$ cat config.mk
export PLATFORM = sky130hd
export DESIGN_NAME = vrscp_port
export DESIGN_NICKNAME = d
export VERILOG_FILES = /design/src/verilog/vrscp_pkg.sv /design/src/verilog/vrscp_frame_if.sv /design/src/verilog/vrscp_sync.sv /design/src/verilog/vrscp_shifter.sv /design/src/verilog/vrscp_port.sv
export SDC_FILE = /design/constraint.sdc
export NUM_CORES = 1
export LEC_CHECK = 0
export BUFFER_PORTS_ARGS = -buffer_cell sky130_fd_sc_hd__buf_2
export CORE_MARGIN = 3
export CORE_UTILIZATION = 44
export DETAILED_ROUTE_END_ITERATION = 8
export HOLD_SLACK_MARGIN = 0.12
export MAX_ROUTING_LAYER = met4
export PLACE_DENSITY_LB_ADDON = 0.3
export SYNTH_ARGS = -nofsm -noshare
export SYNTH_HDL_FRONTEND = slang
export SYNTH_SLANG_ARGS = --single-unit
$ cat constraint.sdc
create_clock -name core_clk -period 1.6 [get_ports core_clk]
set_input_delay 0.48 -clock core_clk [delete_from_list [all_inputs] [get_ports core_clk]]
set_output_delay 0.48 -clock core_clk [all_outputs]
set_load 0.03 [all_outputs]
$ cat src/verilog/vrscp_pkg.sv
/*
 * Constants, field layout and types for the serial command port of the
 * voice record/playback block.
 * Assumes a 125 MHz core clock and a host acting as serial master.
 */
// Operation
// A frame starts when slave select falls from high to low.
// Host keeps select low through a frame and high between frames.
// Input sampled on clock rise, output changed on clock fall, LSB first.
// Frame is 11 address bits first, then cue, skip, power, direction, run.
// Reaching end-of-message or array end raises the interrupt output.
// Starting the next frame clears a pending interrupt.
// Status shifts out while the next command shifts in.
// Run bit set starts an operation; run bit clear ends it.
// A received command acts only after select returns high.
// Pattern 0 0 1 0 0 wakes the device; host waits the wake delay.
// Pattern 0 0 1 1 1 starts playback at the given row.
// Pattern 0 1 1 1 1 plays from the current row until message end or overflow.
// Pattern 0 0 1 0 1 starts recording at the given row.
// Pattern 0 1 1 0 1 records from the current row until overflow or stop.
// Pattern 1 0 1 1 1 starts message skipping at the given row.
// Pattern 1 1 1 1 1 skips to next message end, else overflow.
// Pattern 0 1 1 X 0 halts the running operation.
// Pattern X 1 0 X 0 halts and enters low-power standby.
// Pattern 0 1 1 X 0 also reads overflow and end-of-message status.
// Message skipping is accepted only when no operation is running.
// Control bits are cue, skip address, power, direction, run.
// The array has 600 rows of 1600 cells; the row field selects one.
// Direction one plays, zero records; power one up, zero down.
// Without skip bit the same row repeats at each row end; the code still advances rows in cue mode.
// Status carries overflow, end-of-message and the ten-bit row pointer.
// The data output is released while select is high.
package vrscp_pkg;
    localparam int CMD_BITS   = 16;
    localparam int ROW_BITS   = 10;
    localparam int STAT_BITS  = 12;
    localparam int CUE_POS    = 11;
    localparam int SKIP_POS   = 12;
    localparam int PWR_POS    = 13;
    localparam int DIR_POS    = 14;
    localparam int RUN_POS    = 15;

    localparam logic [ROW_BITS-1:0] LAST_ROW = 10'h257;
    localparam logic [ROW_BITS-1:0] ROW_RST  = 10'h000;
    localparam logic [4:0]          FRAME_LEN = 5'h10;
    localparam logic [2:0]          SYNC_RST = 3'h4;

    localparam int CLK_PERIOD_NS = 8;
    localparam int WAKE_DELAY_US = 25000;
    localparam int WAKE_CYCLES   = WAKE_DELAY_US * 1000 / CLK_PERIOD_NS;
    localparam int WAKE_CNT_BITS = 22;

    typedef enum logic [1:0] {
        OP_IDLE,
        OP_PLAY,
        OP_REC,
        OP_CUE
    } vrscp_op_type;
endpackage

$ cat src/verilog/vrscp_frame_if.sv
/*
 * Bundle between the command controller and the frame shifter.
 * Assumes both ends run on the core clock.
 */
`timescale 1ns/1ps
`default_nettype none
interface vrscp_frame_if;
    logic        frame_start;
    logic        ss_active;
    logic        sclk_rise;
    logic        sclk_fall;
    logic        mosi_bit;
    logic [11:0] status_word;
    logic [15:0] cmd_word;
    logic [4:0]  bit_count;
    logic        miso_bit;
    logic        miso_en;

    modport ctrl (
        output frame_start, ss_active, sclk_rise, sclk_fall, mosi_bit, status_word,
        input  cmd_word, bit_count, miso_bit, miso_en
    );
    modport shift (
        input  frame_start, ss_active, sclk_rise, sclk_fall, mosi_bit, status_word,
        output cmd_word, bit_count, miso_bit, miso_en
    );
endinterface
`default_nettype wire

$ cat src/verilog/vrscp_sync.sv
/*
 * Two-stage synchroniser for a group of pin inputs.
 * Assumes the inputs are asynchronous to clk; only q may be read.
 */
`timescale 1ns/1ps
`default_nettype none
module vrscp_sync #(
    parameter int               WIDTH   = 1,
    parameter logic [WIDTH-1:0] RST_VAL = '0
) (
    input  wire logic             clk,
    input  wire logic             rst,
    input  wire logic [WIDTH-1:0] d_async,
    output logic      [WIDTH-1:0] q
);
    logic [WIDTH-1:0] meta_ff;

    always_ff @(posedge clk) begin
        if (rst) begin
            meta_ff <= RST_VAL;
            q       <= RST_VAL;
        end else begin
            meta_ff <= d_async;
            q       <= meta_ff;
        end
    end
endmodule
`default_nettype wire

$ cat src/verilog/vrscp_shifter.sv
/*
 * Frame shifter: collects command bits and sends status bits, LSB first.
 * Assumes edge strobes already synchronised to the core clock.
 */
`timescale 1ns/1ps
`default_nettype none
module vrscp_shifter (
    input wire logic     clk,
    input wire logic     rst,
    vrscp_frame_if.shift fif
);
    import vrscp_pkg::*;

    logic [CMD_BITS-1:0]  cmd_ff;
    logic [STAT_BITS-1:0] out_ff;
    logic [4:0]           cnt_ff;
    logic                 miso_ff;
    logic                 oe_ff;

    always_ff @(posedge clk) begin
        if (rst) begin
            cmd_ff  <= '0;
            out_ff  <= '0;
            cnt_ff  <= 5'h00;
            miso_ff <= 1'b0;
            oe_ff   <= 1'b0;
        end else if (fif.frame_start) begin
            // First status bit must stand before the first rising edge
            cnt_ff  <= 5'h00;
            out_ff  <= {1'b0, fif.status_word[STAT_BITS-1:1]};
            miso_ff <= fif.status_word[0];
            oe_ff   <= 1'b1;
        end else if (!fif.ss_active) begin
            oe_ff <= 1'b0;
        end else begin
            if (fif.sclk_rise) begin
                cmd_ff <= {fif.mosi_bit, cmd_ff[CMD_BITS-1:1]};
                if (cnt_ff != FRAME_LEN) begin
                    cnt_ff <= cnt_ff + 5'h01;
                end
            end
            // A fall before any rise is the idle-high clock dropping, not a shift
            if (fif.sclk_fall && cnt_ff != 5'h00) begin
                miso_ff <= out_ff[0];
                out_ff  <= {1'b0, out_ff[STAT_BITS-1:1]};
            end
        end
    end

    assign fif.cmd_word  = cmd_ff;
    assign fif.bit_count = cnt_ff;
    assign fif.miso_bit  = miso_ff;
    assign fif.miso_en   = oe_ff;
endmodule
`default_nettype wire

$ cat src/verilog/vrscp_port.sv
/*
 * Serial command port of the voice record/playback block: pin
 * synchronisation, frame edges, command decode, operation state,
 * row pointer, status flags, interrupt and wake timer.
 * Assumes the array engine pulses row_end at each row end and
 * eom_mark when a message end marker is met, on the core clock.
 */
`timescale 1ns/1ps
`default_nettype none
module vrscp_port #(
    parameter int WAKE_CYC = vrscp_pkg::WAKE_CYCLES
) (
    input  wire logic                          core_clk,
    input  wire logic                          rst,
    input  wire logic                          ss_n_pin,
    input  wire logic                          sclk_pin,
    input  wire logic                          mosi_pin,
    input  wire logic                          row_end,
    input  wire logic                          eom_mark,
    output logic                               miso_out,
    output logic                               miso_oe,
    output logic                               intr_n,
    output logic                               power_on,
    output logic                               wake_done,
    output vrscp_pkg::vrscp_op_type            op_state,
    output logic [vrscp_pkg::ROW_BITS-1:0]     row_ptr,
    output logic                               eom_flag,
    output logic                               ovf_flag
);
    import vrscp_pkg::*;

    vrscp_frame_if fif ();

    logic [2:0]               pin_sync;
    logic                     ss_n_s;
    logic                     sclk_s;
    logic                     mosi_s;
    logic                     ss_prev_ff;
    logic                     sclk_prev_ff;
    logic                     frame_end;
    logic                     cmd_go;

    logic                     c_cue;
    logic                     c_skip;
    logic                     c_pwr;
    logic                     c_dir;
    logic                     c_run;
    logic [ROW_BITS-1:0]      cmd_row;
    logic                     start_ok;

    vrscp_op_type             op_ff;
    logic [ROW_BITS-1:0]      row_ff;
    logic                     skip_ff;
    logic                     at_last;
    logic                     moves_row;
    logic                     row_advance;
    logic                     ev_eom;
    logic                     ev_ovf;

    logic                     power_ff;
    logic                     ready_ff;
    logic [WAKE_CNT_BITS-1:0] wake_cnt_ff;

    logic                     eom_ff;
    logic                     ovf_ff;
    logic                     intr_n_ff;

    vrscp_sync #(
        .WIDTH   (3),
        .RST_VAL (SYNC_RST)
    ) u_sync (
        .clk     (core_clk),
        .rst     (rst),
        .d_async ({ss_n_pin, sclk_pin, mosi_pin}),
        .q       (pin_sync)
    );

    vrscp_shifter u_shift (
        .clk (core_clk),
        .rst (rst),
        .fif (fif)
    );

    assign ss_n_s = pin_sync[2];
    assign sclk_s = pin_sync[1];
    assign mosi_s = pin_sync[0];

    always_ff @(posedge core_clk) begin
        if (rst) begin
            ss_prev_ff   <= 1'b1;
            sclk_prev_ff <= 1'b0;
        end else begin
            ss_prev_ff   <= ss_n_s;
            sclk_prev_ff <= sclk_s;
        end
    end

    assign fif.frame_start = ss_prev_ff && !ss_n_s;
    assign fif.ss_active   = !ss_n_s;
    assign fif.sclk_rise   = !ss_n_s && !sclk_prev_ff && sclk_s;
    assign fif.sclk_fall   = !ss_n_s && sclk_prev_ff && !sclk_s;
    assign fif.mosi_bit    = mosi_s;
    assign fif.status_word = {row_ff, eom_ff, ovf_ff};

    // Short frames are dropped; long ones keep their last sixteen bits
    assign frame_end = !ss_prev_ff && ss_n_s;
    assign cmd_go    = frame_end && (fif.bit_count == FRAME_LEN);

    assign cmd_row = fif.cmd_word[ROW_BITS-1:0];
    assign c_cue   = fif.cmd_word[CUE_POS];
    assign c_skip  = fif.cmd_word[SKIP_POS];
    assign c_pwr   = fif.cmd_word[PWR_POS];
    assign c_dir   = fif.cmd_word[DIR_POS];
    assign c_run   = fif.cmd_word[RUN_POS];

    // Skipping needs the play direction and an idle engine
    assign start_ok = power_ff && !(c_cue && (!c_dir || op_ff != OP_IDLE));

    assign at_last     = row_ff >= LAST_ROW;
    assign moves_row   = skip_ff || op_ff == OP_CUE;
    assign row_advance = op_ff != OP_IDLE && row_end && moves_row && !at_last;

    // Recording never stops on a marker; of these two events only the array end ends it
    assign ev_eom = !cmd_go && eom_mark
                    && (op_ff == OP_PLAY || op_ff == OP_CUE);
    assign ev_ovf = !cmd_go && op_ff != OP_IDLE
                    && row_end && moves_row && at_last;

    always_ff @(posedge core_clk) begin
        if (rst) begin
            op_ff   <= OP_IDLE;
            row_ff  <= ROW_RST;
            skip_ff <= 1'b0;
        end else if (cmd_go) begin
            if (!c_run || !c_pwr) begin
                op_ff <= OP_IDLE;
            end else if (start_ok) begin
                if (c_cue) begin
                    op_ff <= OP_CUE;
                end else if (c_dir) begin
                    op_ff <= OP_PLAY;
                end else begin
                    op_ff <= OP_REC;
                end
                skip_ff <= c_skip;
                if (!c_skip) begin
                    row_ff <= cmd_row;
                end
            end
        end else if (ev_eom) begin
            op_ff <= OP_IDLE;
            // After a skip the pointer rests on the start of the next message
            if (op_ff == OP_CUE && !at_last) begin
                row_ff <= row_ff + 10'h001;
            end
        end else if (ev_ovf) begin
            op_ff <= OP_IDLE;
        end else if (row_advance) begin
            row_ff <= row_ff + 10'h001;
        end
    end

    // Status flags: an event in the clearing cycle wins
    always_ff @(posedge core_clk) begin
        if (rst) begin
            eom_ff <= 1'b0;
            ovf_ff <= 1'b0;
        end else begin
            if (ev_eom) begin
                eom_ff <= 1'b1;
            end else if (fif.frame_start) begin
                eom_ff <= 1'b0;
            end
            if (ev_ovf) begin
                ovf_ff <= 1'b1;
            end else if (fif.frame_start) begin
                ovf_ff <= 1'b0;
            end
        end
    end

    always_ff @(posedge core_clk) begin
        if (rst) begin
            intr_n_ff <= 1'b1;
        end else if (ev_eom || ev_ovf) begin
            intr_n_ff <= 1'b0;
        end else if (fif.frame_start) begin
            intr_n_ff <= 1'b1;
        end
    end

    // Wake timer runs only from a powered-down state; repeated wake
    // commands while up do not restart it
    always_ff @(posedge core_clk) begin
        if (rst) begin
            power_ff    <= 1'b0;
            ready_ff    <= 1'b0;
            wake_cnt_ff <= '0;
        end else if (cmd_go && !c_pwr) begin
            power_ff    <= 1'b0;
            ready_ff    <= 1'b0;
            wake_cnt_ff <= '0;
        end else if (cmd_go && !power_ff) begin
            power_ff    <= 1'b1;
            ready_ff    <= 1'b0;
            wake_cnt_ff <= WAKE_CNT_BITS'(WAKE_CYC);
        end else if (wake_cnt_ff != '0) begin
            wake_cnt_ff <= wake_cnt_ff - WAKE_CNT_BITS'(1);
            ready_ff    <= wake_cnt_ff == WAKE_CNT_BITS'(1);
        end
    end

    assign miso_out  = fif.miso_bit;
    assign miso_oe   = fif.miso_en;
    assign intr_n    = intr_n_ff;
    assign power_on  = power_ff;
    assign wake_done = ready_ff;
    assign op_state  = op_ff;
    assign row_ptr   = row_ff;
    assign eom_flag  = eom_ff;
    assign ovf_flag  = ovf_ff;
endmodule
`default_nettype wire

# Yosys cells after proc, flatten, opt, wreduce, memory -nomap -nowiden
# Index checks and enable logic that the tools add are counted.
# Widths: inputs -> output; s select.
# word_totals
inputBits,7
regBits,82
out_inout_bits,19
wordCells,126
# classes
reduce_logical,58
muxes,30
eq_ne,12
addsub,3
bitwise,3
order_cmp,1
# op_table
cell,count
$mux 10,8
$mux 22,2
$mux 11,3
$eq 22x1->1 const B,1
$logic_and 1x1->1,22
$reduce_bool 22->1,1
$sub 22x1->22 const B,1
$mux 2,7
$reduce_bool 2->1,7
$logic_not 1->1,11
$add 10x1->10 const B,1
$ge 10x10->1 const B,1
$mux 1,10
$reduce_and 3->1,3
$ne 2x2->1 const B,3
$reduce_and 6->1,1
$reduce_bool 3->1,2
$add 5x1->5 const B,1
$eq 5x5->1 const B,1
$logic_or 1x1->1,5
$ne 5x5->1 const B,1
$reduce_bool 5->1,1
$reduce_and 2->1,2
$reduce_or 2->1,2
other kinds (8),10

# Depth between registers and ports, before layout
# Gate-level depths: netlist (run 1).
# logic_depth
depth_word,11
mapped_depth,9
depth_no_buf,7

# Cells and area by module
# Synthesis (run 1) repeated with hierarchy kept, for this count alone.
# hier_totals
cells_unflattened,473
hier_area_um2,4083.9
# modules_own_cells
module,seq_area_each_um2,instances,area_per_inst_um2,cells_per_inst
vrscp_port,840.8,1,2444.8,282
vrscp_shifter,680.7,1,1481.4,179
vrscp_sync,120.1,1,157.7,12

# Worst setup path before layout (run 1)
# Ideal clock, no wire load.
# synth_path
path_type,flip-flop to flip-flop
from,"register row_ff[0], in the netlist row_ptr[0]"
to,"register row_ff[7], in the netlist row_ptr[7]"
slack_ns,-0.384
setup_time_ns,0.088
period_less_slack_ns,1.984
required_ns,1.512
t_arrival_ns,1.896
n_path_buf,1
stages_incl_launch_ff,9
path_cell_list,dfxtp_1 > ha_1 > nand4_1 > o41a_1 > nand2_1 > o21ba_2 > buf_6 > a21oi_1 > o32ai_2
# synth_via
elab_chain_len,5
elab_cells_between_ends,15
classes_between,1 x add/sub; 1 x order compare; 2 x eq/ne; 5 x mux; 6 x reduce/logical
# synth_rtl
element,line_no,text
from (decl),vrscp_port.sv:52,logic [ROW_BITS-1:0] row_ff;
from (signal assigned),vrscp_port.sv:147,row_ff <= cmd_row;
from (signal assigned),vrscp_port.sv:154,row_ff <= row_ff + 10'h001;
from (signal assigned),vrscp_port.sv:159,row_ff <= row_ff + 10'h001;
$ge 10x10->1 or $add 10x1->10 (tied branches),"vrscp_port.sv:119, vrscp_port.sv:154, vrscp_port.sv:159",
$logic_not 1->1 or $mux 10 (tied branches),"vrscp_port.sv:121, vrscp_port.sv:153, vrscp_port.sv:158",
$logic_and 1x1->1 (tied with other cells),vrscp_port.sv:153,if (op_ff == OP_CUE && !at_last) begin
$ne 3x2->1 (no line) (tied with other cells),-,
$reduce_and 6->1 (no line) or $mux 10 (tied branches),-,
# Parallel ways exist; a longest one is shown, timed or not. The select of a mux whose other input is x is not followed.
# A chain may end at the register's enable or synchronous reset.

# Worst setup path after layout (run 1)
# layout_path
from,"register u_shift.cnt_ff[0], in the netlist u_shift.fif.bit_count[0]"
to,"register row_ff[9], in the netlist row_ptr[9]"
# layout_via
elab_chain_len,9
elab_cells_between_ends,18
classes_between,6 x eq/ne; 2 x mux; 10 x reduce/logical
# layout_rtl
element,line_no,text
from (decl),vrscp_shifter.sv:16,logic [4:0] cnt_ff;
from (signal assigned),vrscp_shifter.sv:39,cnt_ff <= cnt_ff + 5'h01;
$eq 5x5->1 (*),vrscp_port.sv:107,assign cmd_go = frame_end && (fif.bit_count == FRAME_LEN);
$logic_and 1x1->1 (*),vrscp_port.sv:107,
$logic_not 1->1,"vrscp_port.sv:124, vrscp_port.sv:126",
$logic_and 1x1->1,vrscp_port.sv:126,assign ev_ovf = !cmd_go && op_ff != OP_IDLE
$logic_and 1x1->1 (3 in a row),vrscp_port.sv:127,&& row_end && moves_row && at_last;
$ne 3x3->1 (no line),-,
$reduce_and 6->1 (no line),-,
# Every way passes the cells marked *; elsewhere a longest branch is shown, timed or not.

==> results of run 1 <==
==> what timing repair did <==
action | in CTS | in global routing
setup endpoints to repair | 39 | 59
pin swaps | 12 | 35
setup buffers | 13 | 8
resized for setup | 28 | 82
cloned | 0 | 2
==> critical path: cells and delay by family (launching register included) <==
kind / cells / cell delay [ns]
flops: 1 / 0.33
buf+inv: 2 / 0.22
compound gates: 2 / 0.48
fa+ha+maj: 1 / 0.13
simple gates: 2 / 0.51
==> cell type report <==
class / count / area (um^2) / area share (%)
multi-input combinational: 336 / 2444 / 44.18
sequential: 82 / 1680 / 30.38
timing repair buffer: 128 / 1044 / 18.86
clock buffer: 10 / 148.9 / 2.692
tap: 105 / 131.4 / 2.375
clock inverter: 6 / 46.29 / 0.8369
inverter: 10 / 37.54 / 0.6786
==> sequential cells by signal (all words and copies together) (netlist names), 2 cells and up <==
name                   count
row_ptr                   10
u_shift.out_ff            11
wake_cnt_ff               22
op_state                   2
u_shift.fif.cmd_word      16
u_sync.q                   3
u_sync.meta_ff             3
u_shift.fif.bit_count      5
==> worst paths after layout <==
| check | from | end | slack [ns] | cells after the start |
|---|---|---|---|---|
| worst min register to register | u_sync.meta_ff[2] | u_sync.q[2] | 0.43 | 1 |
| worst max-delay path | u_shift.fif.bit_count[0] | row_ptr[9] | -0.16 | 7 |
| worst max register to register | u_shift.fif.bit_count[0] | row_ptr[9] | -0.16 | 7 |
| worst min-delay path | ss_n_pin | u_sync.meta_ff[2] | 0.30 | 2 |
==> cell usage after synthesis, types with 3 or more instances <==
| cell | n | area share (%) |
|---|---|---|
| sky130_fd_sc_hd__a21oi_1 | 50 | 6.6 |
| sky130_fd_sc_hd__a311oi_1 | 11 | 2.5 |
| sky130_fd_sc_hd__a31oi_1 | 3 | 0.50 |
| sky130_fd_sc_hd__and2_1 | 3 | 0.50 |
| sky130_fd_sc_hd__buf_1 | 3 | 0.30 |
| sky130_fd_sc_hd__buf_2 | 5 | 0.66 |
| sky130_fd_sc_hd__clkbuf_1 | 16 | 1.6 |
| sky130_fd_sc_hd__dfxtp_1 | 82 | 43 |
| sky130_fd_sc_hd__ha_1 | 6 | 2.0 |
| sky130_fd_sc_hd__inv_1 | 10 | 0.99 |
| sky130_fd_sc_hd__mux2i_1 | 5 | 1.3 |
| sky130_fd_sc_hd__nand2_1 | 83 | 8.2 |
| sky130_fd_sc_hd__nand2b_1 | 3 | 0.50 |
| sky130_fd_sc_hd__nand3_1 | 8 | 1.1 |
| sky130_fd_sc_hd__nand3b_1 | 6 | 1.2 |
| sky130_fd_sc_hd__nand4_1 | 6 | 0.99 |
| sky130_fd_sc_hd__nor2_1 | 45 | 4.5 |
| sky130_fd_sc_hd__nor2b_1 | 6 | 0.99 |
| sky130_fd_sc_hd__nor3_1 | 16 | 2.1 |
| sky130_fd_sc_hd__o21ai_0 | 9 | 1.2 |
| sky130_fd_sc_hd__o21ai_1 | 4 | 0.53 |
| sky130_fd_sc_hd__o32ai_2 | 5 | 2.2 |
| sky130_fd_sc_hd__or2_2 | 4 | 0.66 |
| sky130_fd_sc_hd__xnor2_1 | 10 | 2.3 |
| sky130_fd_sc_hd__xor2_1 | 11 | 2.5 |
==> cell usage in the layout (no fill, tap or decap), types with 8 or more instances in the layout <==
cell / netlist / layout
sky130_fd_sc_hd__xnor2_1: 10 / 8
sky130_fd_sc_hd__buf_2: 5 / 24
sky130_fd_sc_hd__xor2_1: 11 / 11
sky130_fd_sc_hd__nor3_1: 16 / 11
sky130_fd_sc_hd__clkbuf_8: 0 / 9
sky130_fd_sc_hd__buf_6: 1 / 12
sky130_fd_sc_hd__a21oi_2: 1 / 10
sky130_fd_sc_hd__nor2_4: 0 / 12
sky130_fd_sc_hd__dfxtp_2: 0 / 16
sky130_fd_sc_hd__nor2_1: 45 / 31
sky130_fd_sc_hd__nand2_1: 83 / 81
sky130_fd_sc_hd__inv_1: 10 / 8
sky130_fd_sc_hd__dfxtp_1: 82 / 61
sky130_fd_sc_hd__buf_4: 1 / 85
sky130_fd_sc_hd__a21oi_1: 50 / 40
==> per-stage QoR <==
stage / util, % / std cells
after floorplan: - / 454
after global placement: 56.28 / 640
after detailed placement: 56.28 / 640
after CTS: 61.01 / 668
after global routing: 66.65 / 677
final: 66.65 / 677
==> per-layer routing <==
layer	vias to the layer above	global-route usage (%)
met3	13	3.397
met2	50	35.10
li1	1808	-
met5	-	-
met1	1756	25.07
met4	0	7.878
==> power groups by stage <==
| stage | combinational, uW | sequential (uW) | clock, uW |
|---|---|---|---|
| 2_1_floorplan | 74.3 | 2120 | 0 |
| 3_3_place_gp | 136 | 2110 | 0 |
| 3_5_place_dp | 138 | 2110 | 0 |
| 4_1_cts | 141 | 2070 | 1510 |
| 5_1_grt | 206 | 2070 | 1590 |
| 6_report | 191 | 2070 | 1480 |
==> kinds of logic (layout without fill, tap and decap cells) <==
family	Yosys count	count (layout)	share of synthesized area, %
AOI/OAI and AO/OA	99	99	17.50
xor gates and xnor gates	21	21	4.863
adders and majority gates	7	7	2.249
buffers and inverters	36	154	4.036
DFF	82	82	43.40
muxes	6	6	1.621
and+or+nand+nor	203	203	26.33
==> results.toml, run 1 <==
[pwr]
power.ir.vdd_worst_v = 0.0004982
power.sequential.fraction_pct = 55.3
static-leakage-power_uw = 0.002147
power_switching_share_pct = 24.97
clkPwrFrac_pct = 39.6
netSwitchingPower_uw = 934.3
power_density_mw_per_mm2 = 676.3
totalPowerFinal_uw = 3741
comb_power_share_pct = 5.1
power.internal_uw = 2807

[timing]
worst_pin_slew_ns = 0.3022
setup_viol_count_final = 34
final_hold_viol_count = 0
layout_worst_path_cycle_share_pct = 110.1
clock-skew-final_ns = 0.01037
report.final.slew_viol_count = 0
clock.fmax_mhz = 567.8
slew-limit-headroom_pct = 79.68
grt_setup_unrepaired = "yes"
final_critical_path_setup_slack_ns = -0.1613
timing.hold.ws_ns = 0.2992
finalCriticalPeriod_ns = 1.761
finalSetupTns_ns = -2.065

[synth]
ys.warnings.count = 0
number_of_enable_flip_flop_cells_after_synthesis = 0
number_of_register_bits_inferred_by_synthesis = 82
synthesized_cell_area_mm2 = 0.003782
synth_cells = 454
synth_async_sr_flop_share_pct = 0
seq_area_frac_synth_pct = 43.40
avgSynthCellArea_um2 = 8.331
yosys.cell_types.count = 61
synthesis.nets = 467
yosys_most_used_dff = "sky130_fd_sc_hd__dfxtp_1"

[global_routing]
grt_pass1_wl_um = 16110
grt_antenna_before_repair = 0
globalRouteOverflowTotal = 0
grt_max_degree = 42
vias_in_the_first_global_route = 3416
track_usage_pct = 20.84

[worst_setup_path]
worst_path_largest_cell_delay_ns = 0.33
crit_path_end_kind = "flop"
critical_path_arrival_ns = 2.02
required_ns = 1.86
crit_fanout = 12
setup_cp_type = "flop to flop"
crit_chain = "inv_2, ha_4, nand4_1, nor4_4, o21ba_4, buf_4, o32ai_2"
start_kind = "flop"
crit_path_top_delay_cell = "sky130_fd_sc_hd__dfxtp_2"

[cts]
cts.path.max_buffers = 2
cts-htree-levels = 3
clkSlewWorstSetupHoldPaths_ns = 0.09
holdBufCountCts = 0
cts_tree = "yes"
numCtsBuffers = 9
clkSinkCount = 82
insertion_delay_ns = 0.36
clock-root-buffer = "sky130_fd_sc_hd__clkbuf_8"

[layout]
area_growth_pct = 46.25
diodes = 0
finish.instance_area_mm2 = 0.005532
layout-drive-gt1-share_pct = 43.88
design.final.nets = 580
final.fill_count = 650

[floorplanning]
fp-row-count = 33
initial_utilization_pct = 45.58
die_area_mm2 = 0.009745
die_height_um = 98.72
fp.coreArea_mm2 = 0.008299
die_w_um = 98.72
io_pins = 26

[detailed_routing]
route.final.wire_length_um = 10360
wl_met3_um = 363
drt_iter0_drc = 167
maxUsedRoutingLayer = "met4"
wire_per_inst_um = 15.30
dr.pass1.iters = 4
wl_met2_um = 5471
drt-met1-wl_um = 4382
vias_per_cell = 5.357
detail-route-antenna-nets = 0
drc_errors = 0
detailroute.via_count = 3627

[hold_path]
hold_path.class = "primary input to flop"

[placement]
finalWeightedCongestion = 0.8083
worst_slack_after_detailed_placement_ns = -0.2511
dp_hpwl_um = 6685
port-buffer-count = 25
placed_cell_area_mm2 = 0.004671

[outcome]
failing_checks = "negative setup slack"
status = "finished, violations left"

[job]
cap_violations = 0
Power figures use the tool's default switching activity.
==> run 2: changes to the inputs <==
--- a/config.mk
+++ b/config.mk
@@ -6,7 +6,6 @@
 export NUM_CORES = 1
 export LEC_CHECK = 0
 export BUFFER_PORTS_ARGS = -buffer_cell sky130_fd_sc_hd__buf_2
-export CORE_MARGIN = 3
 export CORE_UTILIZATION = 44
 export DETAILED_ROUTE_END_ITERATION = 8
 export HOLD_SLACK_MARGIN = 0.12
==> run 2 against run 1 <==
Compared with the run above:
- the flow still finishes with violations (negative setup slack)
- worst setup slack got worse by 0.026 ns
- clock skew increased by 0.0055 ns
- first-iteration DRC count is 23% higher
- sequential power about the same
- die area down 7.9%
- wire length up 11%
- sequential share of layout area shrank 0.92 points
- via count up 5.1%
- fmax decreased by 1.5%
- cell count is 2.1% higher
- design area grew 3.0%
- critical path type unchanged
==> results.toml, run 2 (synthesized netlist as in run 1, its figures left out) <==
[timing]
clock-skew-final_ns = 0.01584
final_hold_viol_count = 0
grt_setup_unrepaired = "yes"
finalCriticalPeriod_ns = 1.787
setup_viol_count_final = 34
layout_worst_path_cycle_share_pct = 111.7
final_critical_path_setup_slack_ns = -0.1874
worst_pin_slew_ns = 0.3151
finalSetupTns_ns = -2.570
slew-limit-headroom_pct = 78.84
report.final.slew_viol_count = 0
clock.fmax_mhz = 559.5

[hold_path]
whs_path_depth = 2
hold_path.class = "primary input to flop"

[cts]
cts.path.max_buffers = 2
clkSinkCount = 82
clkSlewWorstSetupHoldPaths_ns = 0.09
insertion_delay_ns = 0.36
numCtsBuffers = 9
cts-htree-levels = 3
cts_tree = "yes"
holdBufCountCts = 0
clock-root-buffer = "sky130_fd_sc_hd__clkbuf_8"

[global_routing]
globalRouteOverflowTotal = 0
grt.met3_usage_pct = 4.992
vias_in_the_first_global_route = 3604
global_route.usage.met1_pct = 28.08
grt-busiest-layer = "met2"
grt_pass1_wl_um = 16470
track_usage_pct = 24.20
grt_max_degree = 40
grt_antenna_before_repair = 0
global_route.usage.met2_pct = 40.77

[floorplanning]
initial_utilization_pct = 45.80
die_w_um = 94.72
io_pins = 26
fp.coreArea_mm2 = 0.008258
fp-row-count = 33
die_height_um = 94.72
die_area_mm2 = 0.008971

[detailed_routing]
detail-route-antenna-nets = 0
route.final.wire_length_um = 11470
dr.pass1.iters = 4
detailroute.via_count = 3812
drt_iter0_drc = 206
drc_errors = 0
vias_per_cell = 5.517
wire_per_inst_um = 16.59

[job]
cap_violations = 0

[layout]
mostFrequentLayoutCell = "sky130_fd_sc_hd__buf_4"
post_layout_nonfiller_instances = 691
design.final.nets = 594
layout-drive-gt1-share_pct = 46.08
largest_register_ffs = 22
layout.cells.most_common_list = "sky130_fd_sc_hd__buf_4 (96), sky130_fd_sc_hd__nand2_1 (80), sky130_fd_sc_hd__dfxtp_1 (63)"
finish.instance_area_mm2 = 0.005695
area_growth_pct = 50.58
largest_register = "wake_cnt_ff"
diodes = 0

[placement]
finalWeightedCongestion = 0.8639
placed_cell_area_mm2 = 0.004711
dp_hpwl_um = 6731
worst_slack_after_detailed_placement_ns = -0.2255
dp.cells = 647
port-buffer-count = 25

[worst_setup_path]
r2r_cells = 6
crit_fanout = 4
required_ns = 1.85
crit_path_end_kind = "flop"
critical_path_arrival_ns = 2.04
start_kind = "flop"
setup_cp_type = "flop to flop"

[outcome]
failing_checks = "negative setup slack"
status = "finished, violations left"

[pwr]
power.ir.vdd_worst_v = 0.0003944
static-leakage-power_uw = 0.002236
power_density_mw_per_mm2 = 671.9
## run 2: changes by cell type in the layout (fill, tap and decap cells not counted), moves of 3 or more
cell	previous run	this run
sky130_fd_sc_hd__a21oi_4	1	5
sky130_fd_sc_hd__buf_4	85	96
sky130_fd_sc_hd__nor2_1	31	28
sky130_fd_sc_hd__buf_6	12	15
sky130_fd_sc_hd__nor2_2	3	8
sky130_fd_sc_hd__a21oi_2	10	7
sky130_fd_sc_hd__o21ai_1	4	1
## run 2: repair_timing
action                                  in CTS  in global routing
pin swaps                                   24                 38
gates resized for setup                     45                 83
setup buffers                               10                 16
endpoints found under the setup margin      31                 71
cloned                                       1                  4
## run 2: worst paths after layout
| kind | startpoint | endpoint | slack, ns |
|---|---|---|---|
| worst max register to register | wake_cnt_ff[11] | wake_cnt_ff[19] | -0.19 |
| worst max-delay path | wake_cnt_ff[11] | wake_cnt_ff[19] | -0.19 |
| worst min-delay path | ss_n_pin | u_sync.meta_ff[2] | 0.33 |
| worst min register to register | u_sync.meta_ff[2] | u_sync.q[2] | 0.42 |
## run 2: cell type report
type	instances	area [um^2]
tap	105	131.4
clock buffer	13	191.4
fill	598	2562
multi-input combinational	337	2501
sequential	82	1678
inverter	10	37.54
timing repair buffer	141	1140
clock inverter	3	16.27
## run 2: metrics by stage
stage | total power (uW) | hold WS [ns] | utilization (%)
finish | 3827 | 0.3305 | 68.97
global route | 3934 | 0.3196 | 68.97
CTS | 3779 | 0.3072 | 62.86
detailed placement | 2247 | 0.3974 | 57.05
global placement | 2244 | 0.3925 | 57.05
floorplan | 2192 | 0.3895 | -
## run 2: per-layer routing
metal,part of all wire [%],vias to the layer above
met5,0,-
met4,2.0,0
met3,3.3,20
met2,52,89
met1,42,1869
li1,-,1834
## run 2: power breakdown
| part | switching (uW) | leakage (uW) | internal (uW) |
|---|---|---|---|
| Sequential | 16.4 | 0.000674 | 2050 |
| Combinational | 110 | 0.00145 | 81.4 |
| Clock | 771 | 0.000110 | 794 |
## run 2: critical path, cell delays in order (launching register included)
cell	delay, ns
sky130_fd_sc_hd__dfxtp_2	0.34
sky130_fd_sc_hd__nor4_4	0.34
sky130_fd_sc_hd__nand2_2	0.15
sky130_fd_sc_hd__or4_4	0.49
sky130_fd_sc_hd__nor2_4	0.12
sky130_fd_sc_hd__xnor2_1	0.15
sky130_fd_sc_hd__a21oi_1	0.10
